<file path="src/design/exec_pkg.sv">
// Purpose: shared constants and types of the flag, branch, bit and shift executor
// Assumes: Avalon-MM slave with 32-bit data and byte addresses
// Notes: status flag bit order is C Z N V S H T I from bit 0 upward
package exec_pkg;

  // register byte offsets
  localparam logic [7:0] OFS_CMD = 8'h00;
  localparam logic [7:0] OFS_PC = 8'h04;
  localparam logic [7:0] OFS_FLAGS = 8'h08;
  localparam logic [7:0] OFS_INFO = 8'h0C;
  localparam logic [7:0] OFS_GPR_SEL = 8'h10;
  localparam logic [7:0] OFS_GPR_DATA = 8'h14;
  localparam logic [7:0] OFS_IO_SEL = 8'h18;
  localparam logic [7:0] OFS_IO_DATA = 8'h1C;

  // status flag positions
  localparam int FLAG_C = 0;
  localparam int FLAG_Z = 1;
  localparam int FLAG_N = 2;
  localparam int FLAG_V = 3;
  localparam int FLAG_S = 4;
  localparam int FLAG_H = 5;
  localparam int FLAG_T = 6;
  localparam int FLAG_I = 7;

  localparam logic [15:0] PC_RESET = 16'h0000;
  localparam logic [7:0] FLAGS_RESET = 8'h00;
  localparam logic [1:0] CYC_ONE = 2'h1;
  localparam logic [1:0] CYC_TWO = 2'h2;

  typedef enum logic [5:0] {
    OP_NOP = 6'h00,
    OP_BR_SET = 6'h01,
    OP_BR_CLR = 6'h02,
    OP_BR_LESS = 6'h03,
    OP_IO_SET = 6'h04,
    OP_IO_CLR = 6'h05,
    OP_LSL = 6'h06,
    OP_LSR = 6'h07,
    OP_ROR = 6'h08,
    OP_ASR = 6'h09,
    OP_SWAP = 6'h0A,
    OP_FLAG_SET = 6'h0B,
    OP_FLAG_CLR = 6'h0C,
    OP_BST = 6'h0D,
    OP_BLD = 6'h0E,
    OP_MOV = 6'h0F,
    OP_REG_PAIR_COPY = 6'h10
  } op_t;

  // command word layout, msb first
  typedef struct packed {
    logic [4:0] rsvd3;
    logic [2:0] bitsel;
    logic rsvd2;
    logic [6:0] src;
    logic [2:0] rsvd1;
    logic [4:0] dst;
    logic [1:0] rsvd0;
    logic [5:0] op;
  } cmd_t;

  typedef enum logic [1:0] {
    ST_IDLE = 2'b00,
    ST_EXEC = 2'b01,
    ST_EXEC2 = 2'b11,
    ST_ACK = 2'b10
  } state_t;

  typedef struct packed {
    logic [7:0] result;
    logic [7:0] flags;
    logic taken;
  } unit_out_t;

  typedef struct packed {
    state_t st;
    logic wreq;
    logic [31:0] rdata;
    cmd_t cmd;
    logic [15:0] pc;
    logic [7:0] flags;
    logic [4:0] gpr_sel;
    logic [4:0] io_sel;
    logic [1:0] cycles;
    logic bad;
  } core_t;

  localparam core_t CORE_RESET = '{st: ST_IDLE, wreq: 1'b1, rdata: 32'h0000_0000,
    cmd: '0, pc: PC_RESET, flags: FLAGS_RESET, gpr_sel: 5'h00, io_sel: 5'h00,
    cycles: 2'h0, bad: 1'b0};

endpackage

</file>
<file path="src/design/bank_mem.sv">
// Purpose: small byte-lane memory with two registered read ports
// Assumes: one write port, byte enables per lane
// Notes: read data show the word addressed on the previous edge
`timescale 1ns/1ns
module bank_mem #(
  parameter int DEPTH = 16,
  parameter int AW = 4,
  parameter int LANES = 2
) (
  input wire logic i_ref_clk,
  input wire logic i_rst,
  input wire logic i_we,
  input wire logic [LANES-1:0] i_be,
  input wire logic [AW-1:0] i_waddr,
  input wire logic [8*LANES-1:0] i_wdata,
  input wire logic [AW-1:0] i_raddr_a,
  input wire logic [AW-1:0] i_raddr_b,
  output logic [8*LANES-1:0] o_rdata_a,
  output logic [8*LANES-1:0] o_rdata_b
);

  logic [8*LANES-1:0] mem [DEPTH];

  always_ff @(posedge i_ref_clk) begin
    for (int g = 0; g < LANES; g++) begin
      if (i_we && i_be[g]) begin
        mem[i_waddr][8*g +: 8] <= i_wdata[8*g +: 8];
      end
    end
  end

  always_ff @(posedge i_ref_clk) begin
    if (i_rst) begin
      o_rdata_a <= '0;
      o_rdata_b <= '0;
    end else begin
      o_rdata_a <= mem[i_raddr_a];
      o_rdata_b <= mem[i_raddr_b];
    end
  end

endmodule // bank_mem

</file>
<file path="src/design/bit_shift_unit.sv">
// Purpose: shift, rotate, bit transfer, flag and branch-condition logic
// Assumes: purely combinational, operands already selected
// Notes: flags pass through unchanged for ops that do not touch them
`timescale 1ns/1ns
module bit_shift_unit
  import exec_pkg::*;
(
  input wire logic [5:0] i_op,
  input wire logic [7:0] i_rd,
  input wire logic [7:0] i_rr,
  input wire logic [2:0] i_bit,
  input wire logic [7:0] i_flags,
  output unit_out_t o_out
);

  logic shift_op;
  logic carry;

  always_comb begin
    o_out = '{result: i_rd, flags: i_flags, taken: 1'b0};
    shift_op = 1'b1;
    carry = i_rd[0];
    case (op_t'(i_op))
      OP_LSL: begin
        o_out.result = {i_rd[6:0], 1'b0};
        carry = i_rd[7];
      end
      OP_LSR: o_out.result = {1'b0, i_rd[7:1]};
      OP_ROR: o_out.result = {i_flags[FLAG_C], i_rd[7:1]};
      OP_ASR: o_out.result = {i_rd[7], i_rd[7:1]};
      default: shift_op = 1'b0;
    endcase
    if (shift_op) begin
      // zero, carry, negative, overflow = n xor c
      o_out.flags[FLAG_Z] = (o_out.result == 8'h00);
      o_out.flags[FLAG_C] = carry;
      o_out.flags[FLAG_N] = o_out.result[7];
      o_out.flags[FLAG_V] = o_out.result[7] ^ carry;
    end
    case (op_t'(i_op))
      OP_SWAP: o_out.result = {i_rd[3:0], i_rd[7:4]};
      OP_BLD: o_out.result[i_bit] = i_flags[FLAG_T];
      OP_BST: o_out.flags[FLAG_T] = i_rr[i_bit];
      OP_FLAG_SET: o_out.flags[i_bit] = 1'b1;
      OP_FLAG_CLR: o_out.flags[i_bit] = 1'b0;
      OP_BR_SET: o_out.taken = i_flags[i_bit];
      OP_BR_CLR: o_out.taken = ~i_flags[i_bit];
      OP_BR_LESS: o_out.taken = i_flags[FLAG_N] ^ i_flags[FLAG_V];
      default: o_out.taken = 1'b0;
    endcase
  end

endmodule // bit_shift_unit

</file>
<file path="src/design/flag_branch_bit_shift_exec.sv">
// Purpose: executes branch, bit, shift and flag commands written over Avalon-MM
// Assumes: one command at a time; waitrequest holds the command write until done
// Notes: general registers kept as 16 pairs, I/O space as 32 bytes
`timescale 1ns/1ns

// How it works
// - branch on half carry set or clear adds k plus one to pc, 1 cycle untaken, 2 taken.
// - branch on transfer flag set or clear adds k plus one, leaves flags, 1 or 2 cycles.
// - branch on overflow set or clear adds k plus one, leaves flags, 1 or 2 cycles.
// - branch on interrupt enable set or clear adds k plus one, leaves flags, 1 or 2 cycles.
// - io bit set forces bit b of io register p high, others kept, no flags, 2 cycles.
// - io bit clear forces bit b of io register p low, others kept, no flags, 2 cycles.
// - left shift moves each bit up, loads 0 at bit 0, updates z c n v in 1 cycle.
// - right shift moves each bit down, loads 0 at bit 7, updates z c n v in 1 cycle.
// - rotate right puts old carry in bit 7 and old bit 0 in carry, z c n v, 1 cycle.
// - arithmetic right shift keeps bit 7 and moves the rest down, z c n v, 1 cycle.
// - flag set by index forces exactly one status flag high in 1 cycle.
// - flag clear by index forces exactly one status flag low in 1 cycle.
// - bit store copies bit b of the source register into the transfer flag only.
// - bit load writes the transfer flag into bit b of rd, no flags, 1 cycle.
module flag_branch_bit_shift_exec
  import exec_pkg::*;
(
  input wire logic i_ref_clk,
  input wire logic i_rst,
  input wire logic [7:0] i_address,
  input wire logic i_read,
  input wire logic i_write,
  input wire logic [31:0] i_writedata,
  input wire logic [3:0] i_byteenable,
  output logic [31:0] o_readdata,
  output logic o_waitrequest,
  output logic [7:0] o_status_flags,
  output logic [15:0] o_pc
);

  core_t s_q;
  core_t s_d;
  cmd_t wcmd;
  unit_out_t u_out;
  logic gpr_we;
  logic [1:0] gpr_be;
  logic [3:0] gpr_waddr;
  logic [15:0] gpr_wdata;
  logic [3:0] gpr_ra;
  logic [3:0] gpr_rb;
  logic [15:0] gpr_rdata_a;
  logic [15:0] gpr_rdata_b;
  logic io_we;
  logic [4:0] io_waddr;
  logic [7:0] io_wdata;
  logic [4:0] io_ra;
  logic [7:0] io_rdata;
  logic [7:0] rd_byte;
  logic [7:0] rr_byte;
  logic [7:0] bmask;
  logic [15:0] kext;
  logic in_exec;

  assign rd_byte = s_q.cmd.dst[0] ? gpr_rdata_a[15:8] : gpr_rdata_a[7:0];
  assign rr_byte = s_q.cmd.src[0] ? gpr_rdata_b[15:8] : gpr_rdata_b[7:0];
  assign bmask = 8'h01 << s_q.cmd.bitsel;
  assign kext = {{9{s_q.cmd.src[6]}}, s_q.cmd.src};
  assign in_exec = (s_q.st == ST_EXEC);
  assign wcmd = i_writedata;

  bank_mem #(.DEPTH(16), .AW(4), .LANES(2)) u_gpr (
    .i_ref_clk(i_ref_clk),
    .i_rst(i_rst),
    .i_we(gpr_we),
    .i_be(gpr_be),
    .i_waddr(gpr_waddr),
    .i_wdata(gpr_wdata),
    .i_raddr_a(gpr_ra),
    .i_raddr_b(gpr_rb),
    .o_rdata_a(gpr_rdata_a),
    .o_rdata_b(gpr_rdata_b)
  );

  bank_mem #(.DEPTH(32), .AW(5), .LANES(1)) u_io (
    .i_ref_clk(i_ref_clk),
    .i_rst(i_rst),
    .i_we(io_we),
    .i_be(1'b1),
    .i_waddr(io_waddr),
    .i_wdata(io_wdata),
    .i_raddr_a(io_ra),
    .i_raddr_b(5'h00),
    .o_rdata_a(io_rdata),
    .o_rdata_b()
  );

  bit_shift_unit u_unit (
    .i_op(s_q.cmd.op),
    .i_rd(rd_byte),
    .i_rr(rr_byte),
    .i_bit(s_q.cmd.bitsel),
    .i_flags(s_q.flags),
    .o_out(u_out)
  );

  always_comb begin
    s_d = s_q;
    gpr_ra = s_q.gpr_sel[4:1];
    gpr_rb = s_q.cmd.src[4:1];
    io_ra = s_q.io_sel;
    gpr_we = 1'b0;
    gpr_be = s_q.cmd.dst[0] ? 2'b10 : 2'b01;
    gpr_waddr = s_q.cmd.dst[4:1];
    gpr_wdata = {2{u_out.result}};
    io_we = 1'b0;
    io_waddr = s_q.cmd.dst;
    // read-modify-write keeps the other bits of the io byte
    io_wdata = (s_q.cmd.op == OP_IO_SET) ? (io_rdata | bmask) : (io_rdata & ~bmask);
    if (s_q.st == ST_EXEC || s_q.st == ST_EXEC2) begin
      gpr_ra = s_q.cmd.dst[4:1];
      io_ra = s_q.cmd.dst;
    end
    case (s_q.st)
      ST_IDLE: begin
        if (i_write) begin
          s_d.st = ST_ACK;
          s_d.wreq = 1'b0;
          case (i_address)
            OFS_CMD: begin
              if (i_byteenable[0]) begin
                s_d.cmd = wcmd;
                s_d.st = ST_EXEC;
                s_d.wreq = 1'b1;
                s_d.bad = 1'b0;
                gpr_ra = wcmd.dst[4:1];
                gpr_rb = wcmd.src[4:1];
                io_ra = wcmd.dst;
              end
            end
            OFS_PC: begin
              s_d.pc = {i_byteenable[1] ? i_writedata[15:8] : s_q.pc[15:8],
                        i_byteenable[0] ? i_writedata[7:0] : s_q.pc[7:0]};
            end
            OFS_FLAGS: if (i_byteenable[0]) s_d.flags = i_writedata[7:0];
            OFS_GPR_SEL: if (i_byteenable[0]) s_d.gpr_sel = i_writedata[4:0];
            OFS_GPR_DATA: begin
              gpr_we = i_byteenable[0];
              gpr_be = s_q.gpr_sel[0] ? 2'b10 : 2'b01;
              gpr_waddr = s_q.gpr_sel[4:1];
              gpr_wdata = {2{i_writedata[7:0]}};
            end
            OFS_IO_SEL: if (i_byteenable[0]) s_d.io_sel = i_writedata[4:0];
            OFS_IO_DATA: begin
              io_we = i_byteenable[0];
              io_waddr = s_q.io_sel;
              io_wdata = i_writedata[7:0];
            end
            default: s_d.st = ST_ACK;
          endcase
        end else if (i_read) begin
          s_d.st = ST_ACK;
          s_d.wreq = 1'b0;
          case (i_address)
            OFS_CMD: s_d.rdata = s_q.cmd;
            OFS_PC: s_d.rdata = {16'h0000, s_q.pc};
            OFS_FLAGS: s_d.rdata = {24'h00_0000, s_q.flags};
            OFS_INFO: s_d.rdata = {23'h00_0000, s_q.bad, 6'h00, s_q.cycles};
            OFS_GPR_SEL: s_d.rdata = {27'h000_0000, s_q.gpr_sel};
            OFS_GPR_DATA: begin
              s_d.rdata = {24'h00_0000,
                           s_q.gpr_sel[0] ? gpr_rdata_a[15:8] : gpr_rdata_a[7:0]};
            end
            OFS_IO_SEL: s_d.rdata = {27'h000_0000, s_q.io_sel};
            OFS_IO_DATA: s_d.rdata = {24'h00_0000, io_rdata};
            default: s_d.rdata = 32'h0000_0000;
          endcase
        end
      end
      ST_EXEC: begin
        s_d.st = ST_ACK;
        s_d.wreq = 1'b0;
        s_d.cycles = CYC_ONE;
        s_d.pc = s_q.pc + 16'h0001;
        case (op_t'(s_q.cmd.op))
          OP_BR_SET, OP_BR_CLR, OP_BR_LESS: begin
            if (u_out.taken) begin
              s_d.st = ST_EXEC2;
              s_d.wreq = 1'b1;
              s_d.cycles = CYC_TWO;
              s_d.pc = s_q.pc;
            end
          end
          OP_IO_SET, OP_IO_CLR: begin
            s_d.st = ST_EXEC2;
            s_d.wreq = 1'b1;
            s_d.cycles = CYC_TWO;
            s_d.pc = s_q.pc;
          end
          OP_LSL, OP_LSR, OP_ROR, OP_ASR, OP_SWAP, OP_BLD: begin
            gpr_we = 1'b1;
            s_d.flags = u_out.flags;
          end
          OP_FLAG_SET, OP_FLAG_CLR, OP_BST: s_d.flags = u_out.flags;
          OP_MOV: begin
            gpr_we = 1'b1;
            gpr_wdata = {2{rr_byte}};
          end
          OP_REG_PAIR_COPY: begin
            gpr_we = 1'b1;
            gpr_be = 2'b11;
            gpr_wdata = gpr_rdata_b;
          end
          OP_NOP: s_d.bad = 1'b0;
          default: s_d.bad = 1'b1;
        endcase
      end
      ST_EXEC2: begin
        s_d.st = ST_ACK;
        s_d.wreq = 1'b0;
        if (s_q.cmd.op == OP_IO_SET || s_q.cmd.op == OP_IO_CLR) begin
          io_we = 1'b1;
          s_d.pc = s_q.pc + 16'h0001;
        end else begin
          s_d.pc = s_q.pc + kext + 16'h0001;
        end
      end
      ST_ACK: begin
        s_d.st = ST_IDLE;
        s_d.wreq = 1'b1;
      end
      default: s_d = CORE_RESET;
    endcase
  end

  always_ff @(posedge i_ref_clk) begin
    if (i_rst) begin
      s_q <= CORE_RESET;
    end else begin
      s_q <= s_d;
    end
  end

  assign o_readdata = s_q.rdata;
  assign o_waitrequest = s_q.wreq;
  assign o_status_flags = s_q.flags;
  assign o_pc = s_q.pc;
endmodule // flag_branch_bit_shift_exec

</file>
<file path="config.mk">
export PLATFORM = sky130hd
export DESIGN_NAME = flag_branch_bit_shift_exec
export DESIGN_NICKNAME = d
export VERILOG_FILES = /design/src/design/exec_pkg.sv /design/src/design/bank_mem.sv /design/src/design/bit_shift_unit.sv /design/src/design/flag_branch_bit_shift_exec.sv
export SDC_FILE = /design/constraint.sdc
export NUM_CORES = 1
export LEC_CHECK = 0
export CAP_MARGIN = 20
export CORE_MARGIN = 1.5
export CORE_UTILIZATION = 58
export CTS_CLUSTER_DIAMETER = 120
export DETAILED_ROUTE_END_ITERATION = 12
export DONT_BUFFER_PORTS = 1
export GPL_ROUTABILITY_DRIVEN = 1
export HOLD_SLACK_MARGIN = 0.06
export PLACE_DENSITY = 0.78
export SYNTH_ARGS = -nofsm -noshare
export SYNTH_HDL_FRONTEND = slang
export SYNTH_SLANG_ARGS = --single-unit
</file>
<file path="constraint.sdc">
create_clock -name i_ref_clk -period 3.3 [get_ports i_ref_clk]
set_input_delay 0.165 -clock i_ref_clk [delete_from_list [all_inputs] [get_ports i_ref_clk]]
set_output_delay 0.165 -clock i_ref_clk [all_outputs]
set_load 0.05 [all_outputs]
</file>
# Word level (Yosys, flattened, before mapping)
# Memory sizes are Yosys's and may differ from the RTL's. A register that Yosys moved wholly into a read port is not among the register bits.
# Cells that the tools add are included.
# totals
regBits	104
ramBits	512
in_bits	48
output_inout_bits	57
elab_cells	202
mem_count	2
# op_classes
addsub	3
order_cmp	2
eq_ne	39
shifts	1
n_mux	98
bitwise	10
n_reduce_logical	27
# mem_list
name	words	width	rd	rd_ports_with_merged_regs	write_ports	line_no	text
u_gpr.mem	16	16	2	2	1	bank_mem.sv:22	logic [8*LANES-1:0] mem [DEPTH];
u_io.mem	32	8	1	1	1	bank_mem.sv:22	
# op_table
op	count
$pmux 32 s8	1
$pmux 16 s2	3
$mux 8	11
$mux 16	5
$mux 5	12
$mux 4	13
$eq 6x4->1 const B	8
$pmux 16 s3	1
$mux 35	1
$mux 34	1
$add 16x1->16 const B	2
$eq 8x5->1 const B	4
$pmux 8 s2	2
$pmux 8 s4	1
$eq 6x3->1 const B	4
$reduce_and 6->1	4
$mux 1	21
$add 16x16->16	1
$and 8x8->8	2
$eq 8x4->1 const B	2
$logic_not 8->1	2
$mux 2	8
$not 8->8	2
$or 8x8->8	2
41 further kinds	67

# Longest topological paths before layout
# Gate-level depths: netlist (run 1).
# depth
depth_word	9
depth_mapped	15
ltp_nobuf	10

# By module
# A second synthesis (run 1) with hierarchy kept.
# hier_totals
hier_cells	2485
hier_area_um2	33876.2
# by_module_without_submodules
mod	n_inst	cells_per_inst	area_each_um2
bank_mem (u_gpr)	1	737	12833.6
bank_mem (u_io)	1	625	12358.1
flag_branch_bit_shift_exec	1	992	7669.9
bit_shift_unit	1	131	1014.7

# Worst setup path after synthesis (run 1)
# Ideal clock, no wire load.
# synth_timing
path_type	reg2reg
start	register s_q[102] (netlist bit)
end	register u_gpr.o_rdata_b[11] (read register of u_gpr.mem)
setup_time_ps	122
t_arrival_ps	3215
required_ps	3178
slack_ps	-37
path_stages_with_launch	14
period_less_slack_ps	3337
path_cell_list	dfxtp_1 -> clkbuf_1 -> inv_1 -> ha_1 -> buf_2 -> and3_1 -> buf_2 -> and3_1 -> buf_4 -> mux2i_1 -> buf_4 -> buf_2 -> mux4_2 -> a221o_1
# synth_via
elab_chain_len	2
# synth_rtl
item	line_no	text
start: declaration	flag_branch_bit_shift_exec.sv:37	core_t s_q;
start signal: assignment	flag_branch_bit_shift_exec.sv:233	s_q <= CORE_RESET;
start signal: assignment	flag_branch_bit_shift_exec.sv:235	s_q <= s_d;
$logic_not 2->1	flag_branch_bit_shift_exec.sv:119	case (s_q.st)
$mux 4	flag_branch_bit_shift_exec.sv:119	
end: declaration	bank_mem.sv:19	output logic [8*LANES-1:0] o_rdata_b
# No other way between the ends.
# A chain may end at the register's enable or synchronous reset.

# Worst setup path after layout (run 1)
# layout_timing
start	register s_q[103] (netlist bit)
end	register u_io.o_rdata_a[6] (read register of u_io.mem)
# layout_via
elab_chain_len	7
# layout_rtl
item	line_no	text
$eq 2x1->1 or $eq 2x2->1 (tied branches)	flag_branch_bit_shift_exec.sv:115	if (s_q.st == ST_EXEC || s_q.st == ST_EXEC2) begin
$logic_or 1x1->1	flag_branch_bit_shift_exec.sv:115	
$mux 5	flag_branch_bit_shift_exec.sv:115	
$mux 5	flag_branch_bit_shift_exec.sv:126	if (i_byteenable[0]) begin
$mux 5	flag_branch_bit_shift_exec.sv:124	case (i_address)
$mux 5	flag_branch_bit_shift_exec.sv:121	if (i_write) begin
$mux 5 (*)	flag_branch_bit_shift_exec.sv:119	
end: declaration	bank_mem.sv:18	output logic [8*LANES-1:0] o_rdata_a,
# Mark *: on every way between the ends. The rest lies on a longest branch, timed or not.

==> out/results.tsv, run 1 <==
metric	value	unit
Synth async-reset ratio	0	%
met3 Use GR	8.30	%
GR Layer Usage met1	43.8	%
Inserted Clock Buffers	66	
setup bufs post-CTS	0	
worst path arrival time	3.62	ns
Total Wirelength	91.8	mm
Synth Warn #	0	
Pre-antenna DRT Iters	8	
most common cell in the netlist	edfxtp_1	
number of global-route vias before repair	22000	
GP Congestion	0.974	
post-route cell area	35400	µm²
Starting Density	58.7	%
Placed Instance Area	32400	µm²
area of the die	54500	µm²
final setup TNS	0	ns
Pwr Total	17.8	mW
Highest Clock Rate	0.315	GHz
Synth cell types	76	
fin crit share	96.1	%
Fillers	3544	
WP data required	3.75	ns
Slew Limit Headroom	19.6	%
Synth Register Bits	656	
GRT Total Usage	33.5	%
mapped cell area	30800	µm²
Synth top area share	49.9	%
CTS Sinks	656	
H-tree level count	3	
Core Area	52600	µm²
share of post-route cells with drive strength above 1	20.1	%
remaining antenna violation count after routing	0	
# IOs	105	
PD cells	502	nW/µm²
worst-path fanout max	9	
Hold Fails Final Rpt	0	
Primary FF master, synth	edfxtp_1	
Cell Count, Final, Fillers Out	3207	
Post-DP HPWL	58.4	mm
commonest cells in the netlist	edfxtp_1 (512), nand2_1 (201), nor2_1 (171)	
Pleak	12.9	nW
sequential-to-total area share from yosys stat	59.2	%
final hold slack	0.0939	ns
# rows	84	
met2 usage	52.3	%
DR vias	22400	
top cells by area, synth	edfxtp_1 (50%), mux4_2 (9.6%), dfxtp_1 (9.4%)	
Worst-path clk slew	0.07	ns
Remaining DRCs	0	
Max Cap Violations	0	
post-synthesis net count	2410	
vias per cell	6.99	
Final min period	3.17	ns
unrepaired setup endpoints after global routing	no	
antenna violations before repair	2	
area leader, netlist	edfxtp_1	
Worst Setup End Kind	register	
total grt overflow	0	
final net count	2532	
layer with the highest usage	met2	
Die Y	234	µm
Post-Syn Instances	2340	
DRT iter0 DRCs	3166	
port bufs	0	
TritonCTS clock tree	yes	
EDFF count, synth	512	
Routed wire per std cell	28.6	µm
clk_skew	0.0448	ns
crit path kind	register to register	
first-pass GRT wire length	135	mm
Slew @ Worst Pin	1.20	ns
fin util	67.5	%
Critical Path Source Type	register	
clk root buf	clkbuf_16	
CTS max path bufs	3	
status	completed	
Slew Viols, Final	0	
dpl ws	0.0631	ns
Setup Viol. Count Final	0	
synthesized area per cell	13.2	µm²
Die Wd	234	µm
Hold Path Class	primary input to register	
peak supply drop	410	µV
largest net degree at the start of global routing	110	
Final Worst Setup Slack	0.128	ns
worst-skew pair later-pin latency	0.63	ns
Area Growth Syn to Fin	15.0	%
Inst Count DP	3024	
==> path summary, 6_finish.rpt <==
check	from	to	slack, ns	cells past startpoint
max reg2reg	s_q[103]	u_io.o_rdata_a[6]	0.13	10
min	i_rst	u_gpr.o_rdata_a[12]	0.09	4
min reg2reg	s_q[66]	s_q[66]	0.47	2
max	s_q[103]	u_io.o_rdata_a[6]	0.13	10
==> layer usage <==
layer  up-vias  wire length (µm)
met5         -                17
met4         2              4800
met3       334             10500
met2      1627             42600
met1     11100             33900
li1       9359                 -
==> cells in the final DEF (no fill, tap or decap), drive strengths merged, types with 11 or more instances in the layout <==
cell type	instances
a31oi	17
clkbuf	87
nand3	55
dfxtp	144
o22ai	73
o21ai	73
nor2	172
buf	205
inv	22
ha	21
clkinv	23
xor2	11
dlygate4sd3	55
mux4	131
a221oi	11
nand2b	21
a22oi	72
nor4	15
bufinv	11
a211oi	16
a22o	25
nor3	31
a221o	16
edfxtp	512
nand2	201
mux2	19
xnor2	11
and3	16
mux2i	167
a21oi	123
==> timing repair <==
item / 4_1_cts / 5_1_grt
resized for setup: 0 / 10
endpoints found under the setup margin: 0 / 31
endpoints found under the hold margin: 187 / 0
hold buffers: 56 / 0
==> kinds of logic (layout without fill, tap and decap cells) <==
logic type / Yosys count / count (layout) / share of synthesized area [%]
XOR/XNOR: 22 / 22 / 0.625
multiplexers: 317 / 317 / 15.7
flip-flops: 656 / 656 / 59.2
buffers and inverters: 230 / 404 / 3.76
other: 0 / 5 / 0
adder cells (fa/ha/maj): 22 / 22 / 0.917
AO/OA/AOI/OAI: 505 / 505 / 10.9
AND/OR/NAND/NOR: 588 / 588 / 8.88
==> worst max-delay path, cell delays in order (launching register included) <==
cell and delay [ns]:
dfxtp_1 0.32, inv_1 0.10, ha_1 0.18, and3_1 0.22
nand3_2 0.15, buf_4 0.22, mux2i_1 0.25, nand2b_1 0.42
o22ai_1 0.26, o41ai_1 0.67, o21ai_0 0.22
==> report_power, final <==
| group | switching [mW] | leakage, nW | total (mW) | internal [mW] |
|---|---|---|---|---|
| clock | 3.27 | 1.15 | 8.14 | 4.87 |
| combinational | 0.473 | 5.94 | 0.698 | 0.225 |
| sequential | 0.0654 | 5.79 | 8.96 | 8.89 |
| total | 3.81 | 12.9 | 17.8 | 14.0 |
==> final cells by class <==
cell class,instances,area [µm²],share of cell area (%)
flip-flops and latches,656,18300,51.5
inverters,22,82.6,0.233
well taps,688,861,2.43
clock inverters,35,498,1.40
multi-input cells,1454,11600,32.7
clock buffers,85,1860,5.24
repair buffers,262,2290,6.47
diodes,5,12.5,0.0353
==> sequential cells by signal, indices dropped and copies added, names as in the netlist, named ones only <==
name / flops
u_gpr.o_rdata_a: 16
u_io.o_rdata_a: 8
u_io.mem: 256
u_gpr.o_rdata_b: 16
s_q: 40
u_gpr.mem: 256
o_pc: 16
kext: 7
o_status_flags: 7
o_waitrequest: 1
o_readdata: 32
Note: power is estimated with default switching activity, not from simulation.
==> run 2, diff against run 1 <==
- CORE_UTILIZATION: 58 -> 48
- PLACE_DENSITY: 0.78 -> 0.67
- SKIP_CTS_REPAIR_TIMING: not set -> 1
- SKIP_LAST_GASP: not set -> 1
==> run 2 against run 1 <==
Compared with the run above: via count is 4.2% lower; largest cell class unchanged; power is 1.4% lower; register-to-register slack worse by 0.06 ns; clock power is 2.9% lower; first-iteration DRC count is 8.2% lower; critical path type unchanged; sequential cell count stayed put; critical endpoint is now u_gpr.mem[8][9]; die area is 21% higher; highest routed layer unchanged; final area is 0.40% higher; non-clock buffer count is 1 higher; combinational power is 1% higher; sequential share of layout area is 0.21 points lower.
==> out/results.tsv, run 2 (synthesis results as in run 1) <==
metric	value	unit	change
TritonCTS clock tree	yes		
Post-DP HPWL	60.9	mm	+4.4%
commonest non-fill, non-tap cells in the layout	edfxtp_1 (512), buf_4 (205), nand2_1 (201), nor2_1 (171), mux2i_1 (164)		
Die Y	256	µm	+9.8%
PD cells	493	nW/µm²	-1.8%
worst-skew pair later-pin latency	0.64	ns	about the same
Slew Limit Headroom	26.8	%	+7.2 points
Hold Path Class	primary input to register		
clk_skew	0.0312	ns	-0.0136 ns
Die Wd	256	µm	+9.8%
most common cell after layout, fill and taps aside	edfxtp_1		
final net count	2537		+0.20%
fin util	56.2	%	-11 points
Hold Fails Final Rpt	0		unchanged
total grt overflow	0		unchanged
WP data required	3.62	ns	-0.13 ns
Remaining DRCs	0		unchanged
# IOs	105		unchanged
Slew @ Worst Pin	1.09	ns	-0.104 ns
remaining antenna violation count after routing	0		unchanged
area of the die	65800	µm²	+21%
Buf/Inv on CP	1		-1
# rows	92		+9.5%
largest net degree at the start of global routing	116		+5.5%
Critical Path Source Type	register		
port bufs	0		unchanged
worst path arrival time	3.56	ns	-0.06 ns
number of global-route vias before repair	21100		-4.2%
first-pass GRT wire length	132	mm	-2.2%
Final min period	3.24	ns	+0.0638 ns
DRT iter0 DRCs	2906		-8.2%
unrepaired setup endpoints after global routing	yes		
Inserted Clock Buffers	70		+6.1%
antenna violations before repair	3		+1
Crit path largest cell delay	0.73	ns	+0.06 ns
vias per cell	6.37		-8.9%
Starting Density	48.7	%	-10 points
CTS max path bufs	3		unchanged
Worst-path clk slew	0.06	ns	about the same
Max Cap Violations	0		unchanged
Highest Clock Rate	0.309	GHz	-2.0%
worst-path fanout max	12		+3
slowest CP cell	or4b_2		
Core Area	63300	µm²	+20%
crit path kind	register to register		
DR vias	21500		-4.2%
post-route cell area	35600	µm²	+0.40%
Largest regs	u_gpr.mem (256), u_io.mem (256), s_q (40)		
Routed wire per std cell	26.7	µm	-6.9%
Setup Viol. Count Final	0		unchanged
GRT Total Usage	26.7	%	-6.8 points
peak supply drop	330	µV	-19%
Pleak	12.8	nW	-0.32%
Placed Instance Area	32800	µm²	+1.2%
Final Worst Setup Slack	0.0645	ns	-0.0638 ns
share of post-route cells with drive strength above 1	20.5	%	+0.40 points
critical path cell sequence	or4b_2 > a21o_1 > a211o_1 > nand2_1 > o21a_1 > nand2_1 > nor2_1 > buf_4		
fin crit share	98.0	%	+1.9 points
H-tree level count	3		unchanged
Total Wirelength	89.9	mm	-2.1%
Pre-antenna DRT Iters	7		-1
dpl ws	0.185	ns	+0.122 ns
Slew Viols, Final	0		unchanged
delay-heaviest family, CP	simple AND/OR/NAND/NOR gates		
status	completed		
clk root buf	clkbuf_16		
Top cell by count, worst path	nand2_1		
Worst Setup End Kind	register		
Area Growth Syn to Fin	15.4	%	
CTS Sinks	656		unchanged
GP Congestion	0.960		-1.4%
-- run 2: cell type report --
class                      count  area, µm²
timing repair buffer         263       2280
tap                          846       1060
clock inverter                40        464
antenna                        4       10.0
clock buffer                  88       1860
fill                        5015      27700
multi-input combinational   1454      11600
sequential                   656      18300
inverter                      22       82.6
-- run 2: routing by layer --
| layer | GRT usage (%) | up-vias | wire length (µm) | share of wire (%) |
|---|---|---|---|---|
| li1 | - | 9383 | - | - |
| met1 | 36.1 | 10700 | 36100 | 40 |
| met2 | 43.1 | 1159 | 42500 | 47 |
| met3 | 5.13 | 190 | 8050 | 9.0 |
| met4 | 9.66 | 2 | 3180 | 3.5 |
| met5 | 0 | - | 47 | 0.052 |
-- run 2: power breakdown --
group	switching, mW	leakage (nW)	internal (mW)
sequential	0.0571	5.79	8.89
combinational	0.480	5.92	0.226
clock	3.35	1.13	4.55
total	3.89	12.8	13.7
-- run 2: final timing paths --
path	cells past startpoint	slack [ns]	from	end
hold reg to reg	2	0.46	s_q[60]	s_q[60]
hold / removal	4	0.05	i_write	s_q[103]
setup reg to reg	8	0.06	s_q[39]	u_gpr.mem[8][9]
setup / recovery	8	0.06	s_q[39]	u_gpr.mem[8][9]
-- run 2: worst min-delay path, cell delays in order --
cell and delay (ns):
and2_1 0.16, a21oi_1 0.08, a21oi_1 0.13, a211oi_1 0.08
-- run 2: metrics by stage --
step                TNS [ns]  power [mW]  hold WS [ns]  std cells
global placement           0        9.72         0.304       3198
floorplan                  0        9.55         0.301       2340
detailed placement         0        9.73         0.312       3198
global route          -0.617        18.0        0.0701       3370
CTS                        0        17.6        -0.361       3326
finish                     0        17.6        0.0525       3373
